**config.mk**
```make
export PLATFORM = sky130hd
export DESIGN_NAME = rcsc_top
export DESIGN_NICKNAME = d
export VERILOG_FILES = /design/src/design/rcsc_gear.v /design/src/design/rcsc_rfilt.v /design/src/design/rcsc_top.v
export VERILOG_INCLUDE_DIRS = /design/src /design/src/design
export SDC_FILE = /design/constraint.sdc
export NUM_CORES = 1
export LEC_CHECK = 0
export BUFFER_PORTS_ARGS = -buffer_cell sky130_fd_sc_hd__buf_2
export CAP_MARGIN = 20
export CORE_MARGIN = 2
export CORE_UTILIZATION = 45
export DETAILED_ROUTE_END_ITERATION = 6
export PLACE_DENSITY = 0.71
export SLEW_MARGIN = 0
export SYNTH_ARGS = -nofsm -noshare
export SYNTH_HDL_FRONTEND = slang
export SYNTH_HIERARCHICAL = 1
export SYNTH_SLANG_ARGS = --single-unit
```
**constraint.sdc**
```tcl
create_clock -name clk -period 2.6 [get_ports clk]
set_clock_uncertainty 0.15 [all_clocks]
set_input_delay 0.39 -clock clk [delete_from_list [all_inputs] [get_ports clk]]
set_output_delay 0.39 -clock clk [all_outputs]
set_load 0.05 [all_outputs]
```
**src/design/rcsc_regs.vh**
```
// Constants of the reset and clock-state controller.
// Assumes inclusion by every rcsc design file; definitions only.
`ifndef RCSC_REGS_VH
`define RCSC_REGS_VH

// Values loaded when a reset is accepted, plus the gear limit and the boot vector address and byte count
`define RCSC_GEAR_RST      3'h4
`define RCSC_GEAR_MAX      3'h4
`define RCSC_SP_RST        32'h0000_0100
`define RCSC_IFF_RST       3'h7
`define RCSC_MAX_RST       1'h1
`define RCSC_RFP_RST       3'h0
`define RCSC_VEC_BASE      24'h00_8000
`define RCSC_VEC_BYTES     2'h3

// Least low time of the reset pin, in divided-clock periods
`define RCSC_RST_MIN_STATES 10

// Standby modes requested by software
`define RCSC_MODE_NORMAL   3'h0
`define RCSC_MODE_RUN      3'h1
`define RCSC_MODE_IDLE2    3'h2
`define RCSC_MODE_IDLE1    3'h3
`define RCSC_MODE_STOP     3'h4

// Boot sequencer states
`define RCSC_ST_HOLD       2'h0
`define RCSC_ST_READ       2'h1
`define RCSC_ST_RUN        2'h2

`endif

```
**src/design/rcsc_gear.v**
```verilog
// Clock gear: derives fast and divided system clock enables.
// Assumes clk is the high-frequency oscillator, lf_tick one fs pulse.
`timescale 1ns/1ps
`include "rcsc_regs.vh"

module rcsc_gear (
  clk,
  srst,
  hf_run,
  lf_tick,
  src_lf,
  gear,
  sys_tick
);
  input  wire       clk;
  input  wire       srst;
  input  wire       hf_run;
  input  wire       lf_tick;
  input  wire       src_lf;
  input  wire [2:0] gear;
  output reg        sys_tick;

  reg  [3:0] div_r;
  reg        half_r;
  reg        fph;

  ////////////////////////////////////////////////////////////////////
  // Gear picks fc/1..fc/16 as the fast clock, or fs alone
  always @* begin
    case (gear)
      3'h0:    fph = 1'b1;
      3'h1:    fph = div_r[0];
      3'h2:    fph = &div_r[1:0];
      3'h3:    fph = &div_r[2:0];
      default: fph = &div_r;
    endcase
    if (src_lf)
      fph = lf_tick;
    else if (!hf_run)
      fph = 1'b0;
  end

  // Divided clock is the fast clock halved: one tick is one state
  always @(posedge clk) begin
    if (srst) begin
      div_r    <= 4'h0;
      half_r   <= 1'b0;
      sys_tick <= 1'b0;
    end else begin
      if (hf_run)
        div_r <= div_r + 4'h1;
      sys_tick <= 1'b0;
      if (fph) begin
        half_r   <= ~half_r;
        sys_tick <= half_r;
      end
    end
  end
endmodule

```
**src/design/rcsc_rfilt.v**
```verilog
// Reset pin filter: accepts reset after a minimum low time in states.
// Assumes reset_n_pin is synchronous to clk.
`timescale 1ns/1ps
`include "rcsc_regs.vh"

module rcsc_rfilt #(
  parameter MIN_STATES = `RCSC_RST_MIN_STATES
) (
  clk,
  srst,
  reset_n_pin,
  sys_tick,
  accepted
);
  input  wire clk;
  input  wire srst;
  input  wire reset_n_pin;
  input  wire sys_tick;
  output reg  accepted;

  reg [4:0] low_cnt_r;

  ////////////////////////////////////////////////////////////////////
  // Short glitches never reset the core; release is immediate
  always @(posedge clk) begin
    if (srst) begin
      low_cnt_r <= 5'h00;
      accepted  <= 1'b1;
    end else if (reset_n_pin) begin
      low_cnt_r <= 5'h00;
      accepted  <= 1'b0;
    end else if (sys_tick && !accepted) begin
      if (low_cnt_r == MIN_STATES[4:0] - 5'h01)
        accepted <= 1'b1;
      else
        low_cnt_r <= low_cnt_r + 5'h01;
    end
  end
endmodule

```
**src/design/rcsc_top.v**
```verilog
// Reset and clock-state control: boot vector load, core status
// defaults, pin states during reset, bus-width strap and standby.
// Assumes one 50 MHz clk standing for the high-frequency oscillator,
// inputs synchronous to clk, and a byte memory port with an ack.
`timescale 1ns/1ps
`include "rcsc_regs.vh"

// Functional notes
// - Reset sets gear to 1/16, so divided clock is fc/32.
// - Program counter loads bytes 8000H, 8001H, 8002H as low, mid, high.
// - System stack pointer is set to 100H on reset.
// - Interrupt mask level field becomes 111 on reset.
// - Maximum-mode status bit becomes 1 on reset.
// - Register bank pointer becomes 000 on reset.
// - Fetch starts at the vector; nothing else in the core changes.
// - Peripherals reset to defaults, every port pin in plain port mode.
// - Watchdog pin is 0 in reset; watchdog enabled once reset ends.
// - Clock output pin is pulled high in reset, not clocked.
// - Address latch enable is 0 without ROM, undriven with ROM.
// - ROM variant boots over internal 16-bit bus; width from settings.
// - ROM-less, strap 0: port 1 is muxed upper address/data.
// - ROM-less, strap 1: port 1 address only, bus fixed 8-bit.
// - Single mode uses high-frequency oscillator only; dual uses both.
// - Source bit and gear choose fast clock; divided tick is a state.
// - Divided clock is fc/2 to fc/32, or fs/2 in dual mode.
// - Dual run and idle keep the system oscillator running.
module rcsc_top #(
  parameter RST_MIN_STATES = `RCSC_RST_MIN_STATES
) (
  clk,
  srst,
  reset_n_pin,
  rom_variant,
  bus_width_strap,
  lf_osc_tick,
  dual_clock_mode,
  clock_source_select,
  clock_gear_field,
  gear_wr,
  hf_osc_sw_en,
  lf_osc_sw_en,
  mode_sel,
  mode_wr,
  wake,
  wdt_fire,
  ale_req,
  mem_rdata,
  mem_ack,
  mem_rd_r,
  mem_addr_r,
  pc_r,
  fetch_req_r,
  system_stack_pointer_r,
  interrupt_mask_level_r,
  max_mode_r,
  register_bank_pointer_r,
  core_reset_r,
  periph_reset_r,
  port_gpio_mode_r,
  watchdog_output_pin_r,
  watchdog_en_r,
  clk_out_r,
  clk_out_oe_r,
  clk_out_pullup_r,
  ale_r,
  ale_oe_r,
  internal_bus16_r,
  upper_addr_data_line_mux_r,
  port1_addr_only_r,
  bus_fixed8_r,
  port1_cfg_ignore_r,
  region_width_ignore_r,
  hf_osc_run_r,
  lf_osc_run_r,
  divided_tick_r,
  core_clk_en_r,
  periph_clk_en_r,
  adc_clk_en_r
);
  input  wire        clk;
  input  wire        srst;
  input  wire        reset_n_pin;
  input  wire        rom_variant;
  input  wire        bus_width_strap;
  input  wire        lf_osc_tick;
  input  wire        dual_clock_mode;
  input  wire        clock_source_select;
  input  wire [2:0]  clock_gear_field;
  input  wire        gear_wr;
  input  wire        hf_osc_sw_en;
  input  wire        lf_osc_sw_en;
  input  wire [2:0]  mode_sel;
  input  wire        mode_wr;
  input  wire        wake;
  input  wire        wdt_fire;
  input  wire        ale_req;
  input  wire [7:0]  mem_rdata;
  input  wire        mem_ack;
  output reg         mem_rd_r;
  output reg  [23:0] mem_addr_r;
  output reg  [23:0] pc_r;
  output reg         fetch_req_r;
  output reg  [31:0] system_stack_pointer_r;
  output reg  [2:0]  interrupt_mask_level_r;
  output reg         max_mode_r;
  output reg  [2:0]  register_bank_pointer_r;
  output reg         core_reset_r;
  output reg         periph_reset_r;
  output reg         port_gpio_mode_r;
  output reg         watchdog_output_pin_r;
  output reg         watchdog_en_r;
  output reg         clk_out_r;
  output reg         clk_out_oe_r;
  output reg         clk_out_pullup_r;
  output reg         ale_r;
  output reg         ale_oe_r;
  output reg         internal_bus16_r;
  output reg         upper_addr_data_line_mux_r;
  output reg         port1_addr_only_r;
  output reg         bus_fixed8_r;
  output reg         port1_cfg_ignore_r;
  output reg         region_width_ignore_r;
  output reg         hf_osc_run_r;
  output reg         lf_osc_run_r;
  output reg         divided_tick_r;
  output reg         core_clk_en_r;
  output reg         periph_clk_en_r;
  output reg         adc_clk_en_r;

  reg  [1:0] st_r;
  reg  [1:0] byte_r;
  reg  [2:0] gear_r;
  reg        src_lf_r;
  reg  [2:0] mode_r;
  reg        hf_nxt;
  reg        lf_nxt;
  wire       sys_tick;
  wire       in_reset;
  wire       src_lf_eff;

  ////////////////////////////////////////////////////////////////////
  // Reset acceptance and divided clock
  rcsc_rfilt #(
    .MIN_STATES  (RST_MIN_STATES)
  ) u_rfilt (
    .clk         (clk),
    .srst        (srst),
    .reset_n_pin (reset_n_pin),
    .sys_tick    (sys_tick),
    .accepted    (in_reset)
  );

  // Low oscillator only counts as a source in dual mode
  assign src_lf_eff = src_lf_r & dual_clock_mode;

  rcsc_gear u_gear (
    .clk      (clk),
    .srst     (srst),
    .hf_run   (hf_nxt),
    .lf_tick  (lf_osc_tick & lf_nxt),
    .src_lf   (src_lf_eff),
    .gear     (gear_r),
    .sys_tick (sys_tick)
  );

  ////////////////////////////////////////////////////////////////////
  // Clock source, gear and standby mode
  always @(posedge clk) begin
    if (srst || in_reset) begin
      gear_r   <= `RCSC_GEAR_RST;
      src_lf_r <= 1'b0;
      mode_r   <= `RCSC_MODE_NORMAL;
    end else begin
      // Reserved gear codes are dropped rather than guessed at
      if (gear_wr && clock_gear_field <= `RCSC_GEAR_MAX) begin
        gear_r   <= clock_gear_field;
        src_lf_r <= clock_source_select;
      end
      if (wake)
        mode_r <= `RCSC_MODE_NORMAL;
      else if (mode_wr && st_r == `RCSC_ST_RUN)
        mode_r <= mode_sel;
    end
  end

  // Oscillator enables; the one feeding the system clock stays on except in STOP
  always @* begin
    if (in_reset) begin
      hf_nxt = 1'b1;
      lf_nxt = 1'b0;
    end else if (mode_r == `RCSC_MODE_STOP) begin
      hf_nxt = 1'b0;
      lf_nxt = 1'b0;
    end else if (!dual_clock_mode) begin
      hf_nxt = 1'b1;
      lf_nxt = 1'b0;
    end else begin
      hf_nxt = src_lf_r ? hf_osc_sw_en : 1'b1;
      lf_nxt = src_lf_r ? 1'b1 : lf_osc_sw_en;
    end
  end

  // Per-mode clock gating of core, peripherals and converter
  always @(posedge clk) begin
    if (srst) begin
      hf_osc_run_r    <= 1'b1;
      lf_osc_run_r    <= 1'b0;
      divided_tick_r  <= 1'b0;
      core_clk_en_r   <= 1'b0;
      periph_clk_en_r <= 1'b0;
      adc_clk_en_r    <= 1'b0;
    end else begin
      hf_osc_run_r   <= hf_nxt;
      lf_osc_run_r   <= lf_nxt;
      divided_tick_r <= sys_tick;
      core_clk_en_r  <= sys_tick && st_r == `RCSC_ST_RUN &&
                        mode_r == `RCSC_MODE_NORMAL;
      periph_clk_en_r <= sys_tick && !in_reset &&
                         (mode_r == `RCSC_MODE_NORMAL ||
                          mode_r == `RCSC_MODE_RUN ||
                          mode_r == `RCSC_MODE_IDLE2);
      adc_clk_en_r <= sys_tick && !in_reset &&
                      (mode_r == `RCSC_MODE_NORMAL ||
                       mode_r == `RCSC_MODE_RUN);
    end
  end

  ////////////////////////////////////////////////////////////////////
  // Boot sequencer: hold, read three vector bytes, then run
  always @(posedge clk) begin
    if (srst) begin
      st_r        <= `RCSC_ST_HOLD;
      byte_r      <= 2'h0;
      mem_rd_r    <= 1'b0;
      mem_addr_r  <= 24'h00_0000;
      pc_r        <= 24'h00_0000;
      fetch_req_r <= 1'b0;
    end else begin
      fetch_req_r <= 1'b0;
      if (in_reset) begin
        st_r     <= `RCSC_ST_HOLD;
        byte_r   <= 2'h0;
        mem_rd_r <= 1'b0;
      end else begin
        case (st_r)
          `RCSC_ST_HOLD: begin
            st_r       <= `RCSC_ST_READ;
            mem_rd_r   <= 1'b1;
            mem_addr_r <= `RCSC_VEC_BASE;
          end
          `RCSC_ST_READ: begin
            if (mem_ack) begin
              case (byte_r)
                2'h0:    pc_r[7:0]   <= mem_rdata;
                2'h1:    pc_r[15:8]  <= mem_rdata;
                default: pc_r[23:16] <= mem_rdata;
              endcase
              if (byte_r == `RCSC_VEC_BYTES - 2'h1) begin
                mem_rd_r    <= 1'b0;
                st_r        <= `RCSC_ST_RUN;
                fetch_req_r <= 1'b1;
              end else begin
                byte_r     <= byte_r + 2'h1;
                mem_addr_r <= mem_addr_r + 24'h00_0001;
              end
            end
          end
          `RCSC_ST_RUN: begin
            st_r <= `RCSC_ST_RUN;
          end
          default: begin
            st_r <= `RCSC_ST_HOLD;
          end
        endcase
      end
    end
  end

  // Only these core fields are touched; RAM and others keep values
  always @(posedge clk) begin
    if (srst || in_reset) begin
      system_stack_pointer_r  <= `RCSC_SP_RST;
      interrupt_mask_level_r  <= `RCSC_IFF_RST;
      max_mode_r              <= `RCSC_MAX_RST;
      register_bank_pointer_r <= `RCSC_RFP_RST;
    end
  end

  ////////////////////////////////////////////////////////////////////
  // Pin states during and after reset
  always @(posedge clk) begin
    if (srst) begin
      core_reset_r          <= 1'b1;
      periph_reset_r        <= 1'b1;
      port_gpio_mode_r      <= 1'b1;
      watchdog_output_pin_r <= 1'b0;
      watchdog_en_r         <= 1'b1;
      clk_out_r             <= 1'b1;
      clk_out_oe_r          <= 1'b0;
      clk_out_pullup_r      <= 1'b1;
      ale_r                 <= 1'b0;
      // Block reset is a reset too: ALE driven low only without ROM
      ale_oe_r              <= ~rom_variant;
    end else begin
      core_reset_r   <= st_r != `RCSC_ST_RUN;
      periph_reset_r <= in_reset;
      if (in_reset) begin
        port_gpio_mode_r      <= 1'b1;
        watchdog_output_pin_r <= 1'b0;
        watchdog_en_r         <= 1'b1;
        clk_out_r             <= 1'b1;
        clk_out_oe_r          <= 1'b0;
        clk_out_pullup_r      <= 1'b1;
        ale_r                 <= 1'b0;
        ale_oe_r              <= ~rom_variant;
      end else begin
        port_gpio_mode_r      <= 1'b0;
        watchdog_output_pin_r <= wdt_fire;
        clk_out_oe_r          <= 1'b1;
        clk_out_pullup_r      <= 1'b0;
        // Pin shows the divided clock halved
        if (sys_tick)
          clk_out_r <= ~clk_out_r;
        ale_r    <= ale_req;
        ale_oe_r <= 1'b1;
      end
    end
  end

  ////////////////////////////////////////////////////////////////////
  // Bus width strap, caught while reset is held
  always @(posedge clk) begin
    if (srst) begin
      internal_bus16_r           <= 1'b0;
      upper_addr_data_line_mux_r <= 1'b0;
      port1_addr_only_r          <= 1'b0;
      bus_fixed8_r               <= 1'b0;
      port1_cfg_ignore_r         <= 1'b0;
      region_width_ignore_r      <= 1'b0;
    end else if (in_reset) begin
      internal_bus16_r <= rom_variant;
      upper_addr_data_line_mux_r <= ~rom_variant & ~bus_width_strap;
      port1_addr_only_r  <= ~rom_variant & bus_width_strap;
      bus_fixed8_r       <= ~rom_variant & bus_width_strap;
      port1_cfg_ignore_r <= ~rom_variant;
      // Program region width ignored when ROM-less strap 1 fixes the 8-bit bus
      region_width_ignore_r <= ~rom_variant & bus_width_strap;
    end
  end
endmodule

```
# Word-level counts from Yosys, hierarchy flattened
# Index checks and enable logic that the tools add are counted.
# op_classes
order_cmp	1
reduce_logical	36
addsub	4
n_bitwise	15
mux	28
n_eq_ne	15
# ops
operator	n
two-way mux 24 bit	2
case mux 24 bit (2 select lines)	1
adder 24 x 1 -> 24 bit (second input constant)	1
two-way mux 1 bit	20
AND reduction 4 bit	5
NOT 1 bit	11
OR reduction 2 bit	5
== test 3 x 2 -> 1 bit (second input constant)	3
AND reduction 3 bit	3
!= test 2 bit (second input constant)	4
AND reduction 2 bit	4
logical AND 1 bit	7
== test 3 x 1 -> 1 bit (second input constant)	2
zero test 3 bit	2
case mux 2 bit (3 select lines)	1
nonzero test 2 bit	3
adder 5 x 1 -> 5 bit (second input constant)	1
== test 5 x 4 -> 1 bit (second input constant)	1
adder 4 x 1 -> 4 bit (second input constant)	1
AND 1 bit	4
== test 2 x 1 -> 1 bit (second input constant)	2
== test 2 bit (second input constant)	2
zero test 2 bit	2
two-way mux 2 bit	2
8 further kinds	10
# totals
ff_bits	91
word_cells	133
out_inout_bits	111
inputBits	30

# Logic depth before layout (Yosys ltp)
# logic_depth
depth_word	8
ltp_mapped	8

# Modules after synthesis
# Netlist, hierarchy kept.
# by_module_without_submodules
mod	seq_area_each_um2	instances	cells_each	area_each_um2
rcsc_top	1561.5	1	398	3497.1
rcsc_gear	120.1	1	28	301.5
rcsc_rfilt	120.1	1	32	286.5

# Least setup slack after synthesis
# No wires, ideal clock.
# synth_timing
kind	reg-to-reg
start	register mem_addr_r[9]
end	register mem_addr_r[23]
slack_ns	0.407
path_buffers	1
t_required_ns	2.335
period_less_slack_ns	2.193
path_stages_with_launch	6
t_arrival_ns	1.928
cell_sequence	dfxtp_1 -> and4_1 -> nand4_1 -> clkbuf_1 -> o31a_1 -> o21a_1
# synth_between
elab_chain_len	4
# synth_rtl
element	line	rtl
start: declaration	rcsc_top.v:100	output reg [23:0] mem_addr_r;
start signal: assignment	rcsc_top.v:249	mem_addr_r <= `RCSC_VEC_BASE;
start signal: assignment	rcsc_top.v:264	mem_addr_r <= mem_addr_r + 24'h00_0001;
adder 24 x 1 -> 24 bit	rcsc_top.v:264	
two-way mux 24 bit	rcsc_top.v:258	if (byte_r == `RCSC_VEC_BYTES - 2'h1) begin
two-way mux 24 bit	rcsc_top.v:252	if (mem_ack) begin
case mux 24 bit (2 select lines)	rcsc_top.v:245	case (st_r)
# No other way between the ends. The select of a mux whose other input is x is not followed.
# A chain may end at the register's enable or synchronous reset.

# Worst setup path after layout
# layout_timing
start	register byte_r[0]
end	register mem_addr_r[19]
# layout_between
elab_chain_len	3
# layout_rtl
element	line	rtl
start: declaration	rcsc_top.v:131	reg [1:0] byte_r;
start signal: assignment	rcsc_top.v:263	byte_r <= byte_r + 2'h1;
== test 2 bit	rcsc_top.v:258	
!= test 2 bit (no source line)	--	
AND reduction 4 bit (no source line)	--	
# No other way between the ends.

==> summary.md <==
| Metric | Value |
|---|---|
| Final Hold Vio Count | 0 |
| Hold path start | wake |
| # diodes | 0 |
| Fin Setup TNS | 0 ps |
| First-pass GRT wire length | 14100 um |
| Sequential area share after synthesis | 0.441 |
| Synthesized area per cell | 8.92 um2 |
| Post-DP HPWL | 6530 um |
| Mux contribution to synthesized area | 0.0515 |
| Lkg Pwr | 2.05 nW |
| Critical path required time | 2750 ps |
| Clock period minus worst slack | 2390 ps |
| Combinational family with the most area after synthesis | simple AND/OR/NAND/NOR gates |
| Total routed wirelength | 8810 um |
| Worst reg2reg path depth | 6 |
| Reg-to-reg endpoint | mem_addr_r[19] |
| Initial Util | 0.466 |
| Die area | 0.00986 mm2 |
| FP Rows | 34 |
| Design Area, Final | 0.00471 mm2 |
| Synthesized area | 0.00409 mm2 |
| Htree depth | 3 |
| CTS sink count | 90 |
| Cell count after synthesis | 458 |
| Nets | 594 |
| RSZ-0062 raised after global routing | false |
| Final Cycle Share | 0.918 |
| Ratio of cells with drive above 1 in the final layout | 0.237 |
| Clock tree buffer depth | 2 |
| Routed len/inst | 13.2 um |
| Asr flop ratio synth | 0 |
| Pin count of the biggest net entering global routing | 41 |
| Layout area overhead | 15.4% |
| Met2 WL post-DR | 4340 um |
| Synth Area in Simple Gates | 0.212 |
| Pre-CTS WS | 239 ps |
| Area fraction in compound gates after synthesis | 0.131 |
| Max-Slew Margin vs Limit | 0.622 |
| Arrival @ worst endpoint | 2530 ps |
| Seq cells post-synth | 90 |
| Synth Flop Type | dfxtp_1 |
| Port Buf Inserts | 100 |
| Power Dens Cells | 583 mW/mm2 |
| I/O pin count | 141 |
| Setup CP Type | flop to flop |
| WHS Endpoint | mode_r[1] |
| Worst Tran Pin Value | 553 ps |
| WL met3 | 520 um |
| Via count | 3395 |
| Core ar. | 0.00876 mm2 |
| Wl on met1 | 3810 um |
| Skew-Pair Late Insertion Delay | 360 ps |
| CTS clock-pin slew for the worst setup and hold paths | 90 ps |
| Uppermost routed layer | met4 |
| Max IR drop VDD | 0.000315 V |
| Hold depth | 2 |
| CP Launch Type | flop |
| Placed inst area | 0.00450 mm2 |
| Final setup viols | 0 |
| Clk root buf | clkbuf_8 |
| Status | finished clean |
| Synth Area in XOR/XNOR | 0.0193 |
| Max-cap violations | 0 |
| Die H | 99.3 um |
| CTS tree | done |
| Setup bufs post-CTS | 0 |
| Count of different cell masters after synthesis | 56 |
| Critical R2R Launch | byte_r[0] |
| Vias/cell | 5.10 |
| Total gr overflow | 0 |
| Detail Route Antenna Nets | 0 |
| Crit Path Max Fanout | 15 |
| Synth warn | 6 |
| Fin. max-slew vios | 0 |
| TritonCTS buffer count | 9 |
| Remaining DRCs | 0 |
| Hold Buf Count CTS | 0 |
| Number of global-route vias before repair | 3076 |
| Post-synth EDFFs | 0 |
| Iteration-0 DRC Markers | 137 |
| Highest clock rate | 0.419 GHz |
| Hold slack final | 78.4 ps |
| Initial antenna violation count | 0 |
| Hold WC Path Type | input port to flop |
| TritonRoute pass-1 iters | 4 |
| R2R Setup Slk | 210 ps |
| Final worst-path setup slack | 214 ps |
| GP Congestion | 0.726 |
| Die Wd | 99.3 um |
| Post_cts resized | 0 |
| Adder-cell area share of the yosys netlist | 0.0337 |
| Total global-route track usage | 0.176 |
| Crit. End Element | flop |
-- synth_stat cells, drive strengths merged (3+ instances only) --
library cell	number	area [um2]
or3	12	75.1
dfxtp	90	1800
nand2	54	203
nand3b	3	26.3
inv	12	45.0
o31ai	7	52.6
buf	49	360
xnor2	8	70.1
nand4	6	37.5
nand2b	7	51.3
or4	7	52.6
a211oi	4	35.0
nand3	8	40.0
o21ai	16	80.1
a21oi	42	210
a2111oi	3	32.5
nor2	37	139
clkbuf	10	37.5
ha	11	138
nor2b	4	25.0
nor3b	3	22.5
nor3	4	20.0
and2	8	51.3
mux2i	21	210
and4	3	26.3
-- cells in the final DEF (no fill, tap or decap), types with 8 or more instances in the layout --
master,Yosys,routed
nor2_1,37,37
clkbuf_8,0,10
a21oi_1,42,42
nand3_1,8,8
nand2_1,54,54
o21ai_0,16,15
xnor2_1,8,8
mux2i_1,21,21
ha_1,11,11
dfxtp_1,90,90
buf_2,3,100
conb_1,2,40
or3_1,12,12
inv_1,12,12
-- metal layers --
layer	vias up	track usage
li1	1695	-
met1	1590	0.218
met2	100	0.299
met3	10	0.0387
met4	0	0.0717
met5	-	0
-- report_power, final --
part | internal (mW) | leakage [nW] | switching [mW]
sequential | 1.40 | 0.729 | 0.0139
clock | 0.481 | 0.103 | 0.517
combinational | 0.0686 | 1.22 | 0.269
total | 1.95 | 2.05 | 0.801
-- cell families after synthesis --
| family | count (synthesis) |
|---|---|
| fa+ha+maj | 11 |
| other cells | 2 |
| buf+inv | 72 |
| simple gates | 167 |
| compound gates | 86 |
| xor+xnor | 9 |
| mux | 21 |
| flops | 90 |
-- worst max-delay path, cell delays in order (launching register included) --
cell,delay [ps]
dfxtp_1,380
inv_1,80
ha_1,230
nand3b_2,300
a211o_1,500
or4_1,520
a21oi_1,150
-- final cells by class --
class,count,area [um2]
Clock buffer,10,138
Clock inverter,6,72.6
Fill cell,820,4050
Inverter,13,48.8
Multi-Input combinational cell,334,1980
Sequential cell,90,1800
Tap cell,108,135
Timing Repair Buffer,105,538
-- worst max-delay path by stage --
stage,from,end,depth (start not counted)
finish,byte_r[0],mem_addr_r[19],6
global route,st_r[1],mem_addr_r[21],6
CTS,byte_r[0],mem_addr_r[19],6
detailed placement,byte_r[0],mem_addr_r[19],6
global placement,byte_r[0],mem_addr_r[19],6
floorplan,mem_addr_r[9],mem_addr_r[23],5
-- stage by stage --
step / power (mW) / utilization / std cells
floorplan: 1.76 / - / 496
global placement: 1.78 / 0.514 / 650
detailed placement: 1.78 / 0.514 / 650
CTS: 2.77 / 0.538 / 666
global route: 2.86 / 0.538 / 666
finish: 2.75 / 0.538 / 666
-- state kept, by name (all words and copies together) (netlist names), 2 cells and up --
name / flops
mem_addr_r: 24
pc_r: 24
u_rfilt/low_cnt_r: 5
u_gear/div_r: 4
gear_r: 3
mode_r: 3
byte_r: 2
st_r: 2
No activity file was read; power rests on OpenSTA's default activity.
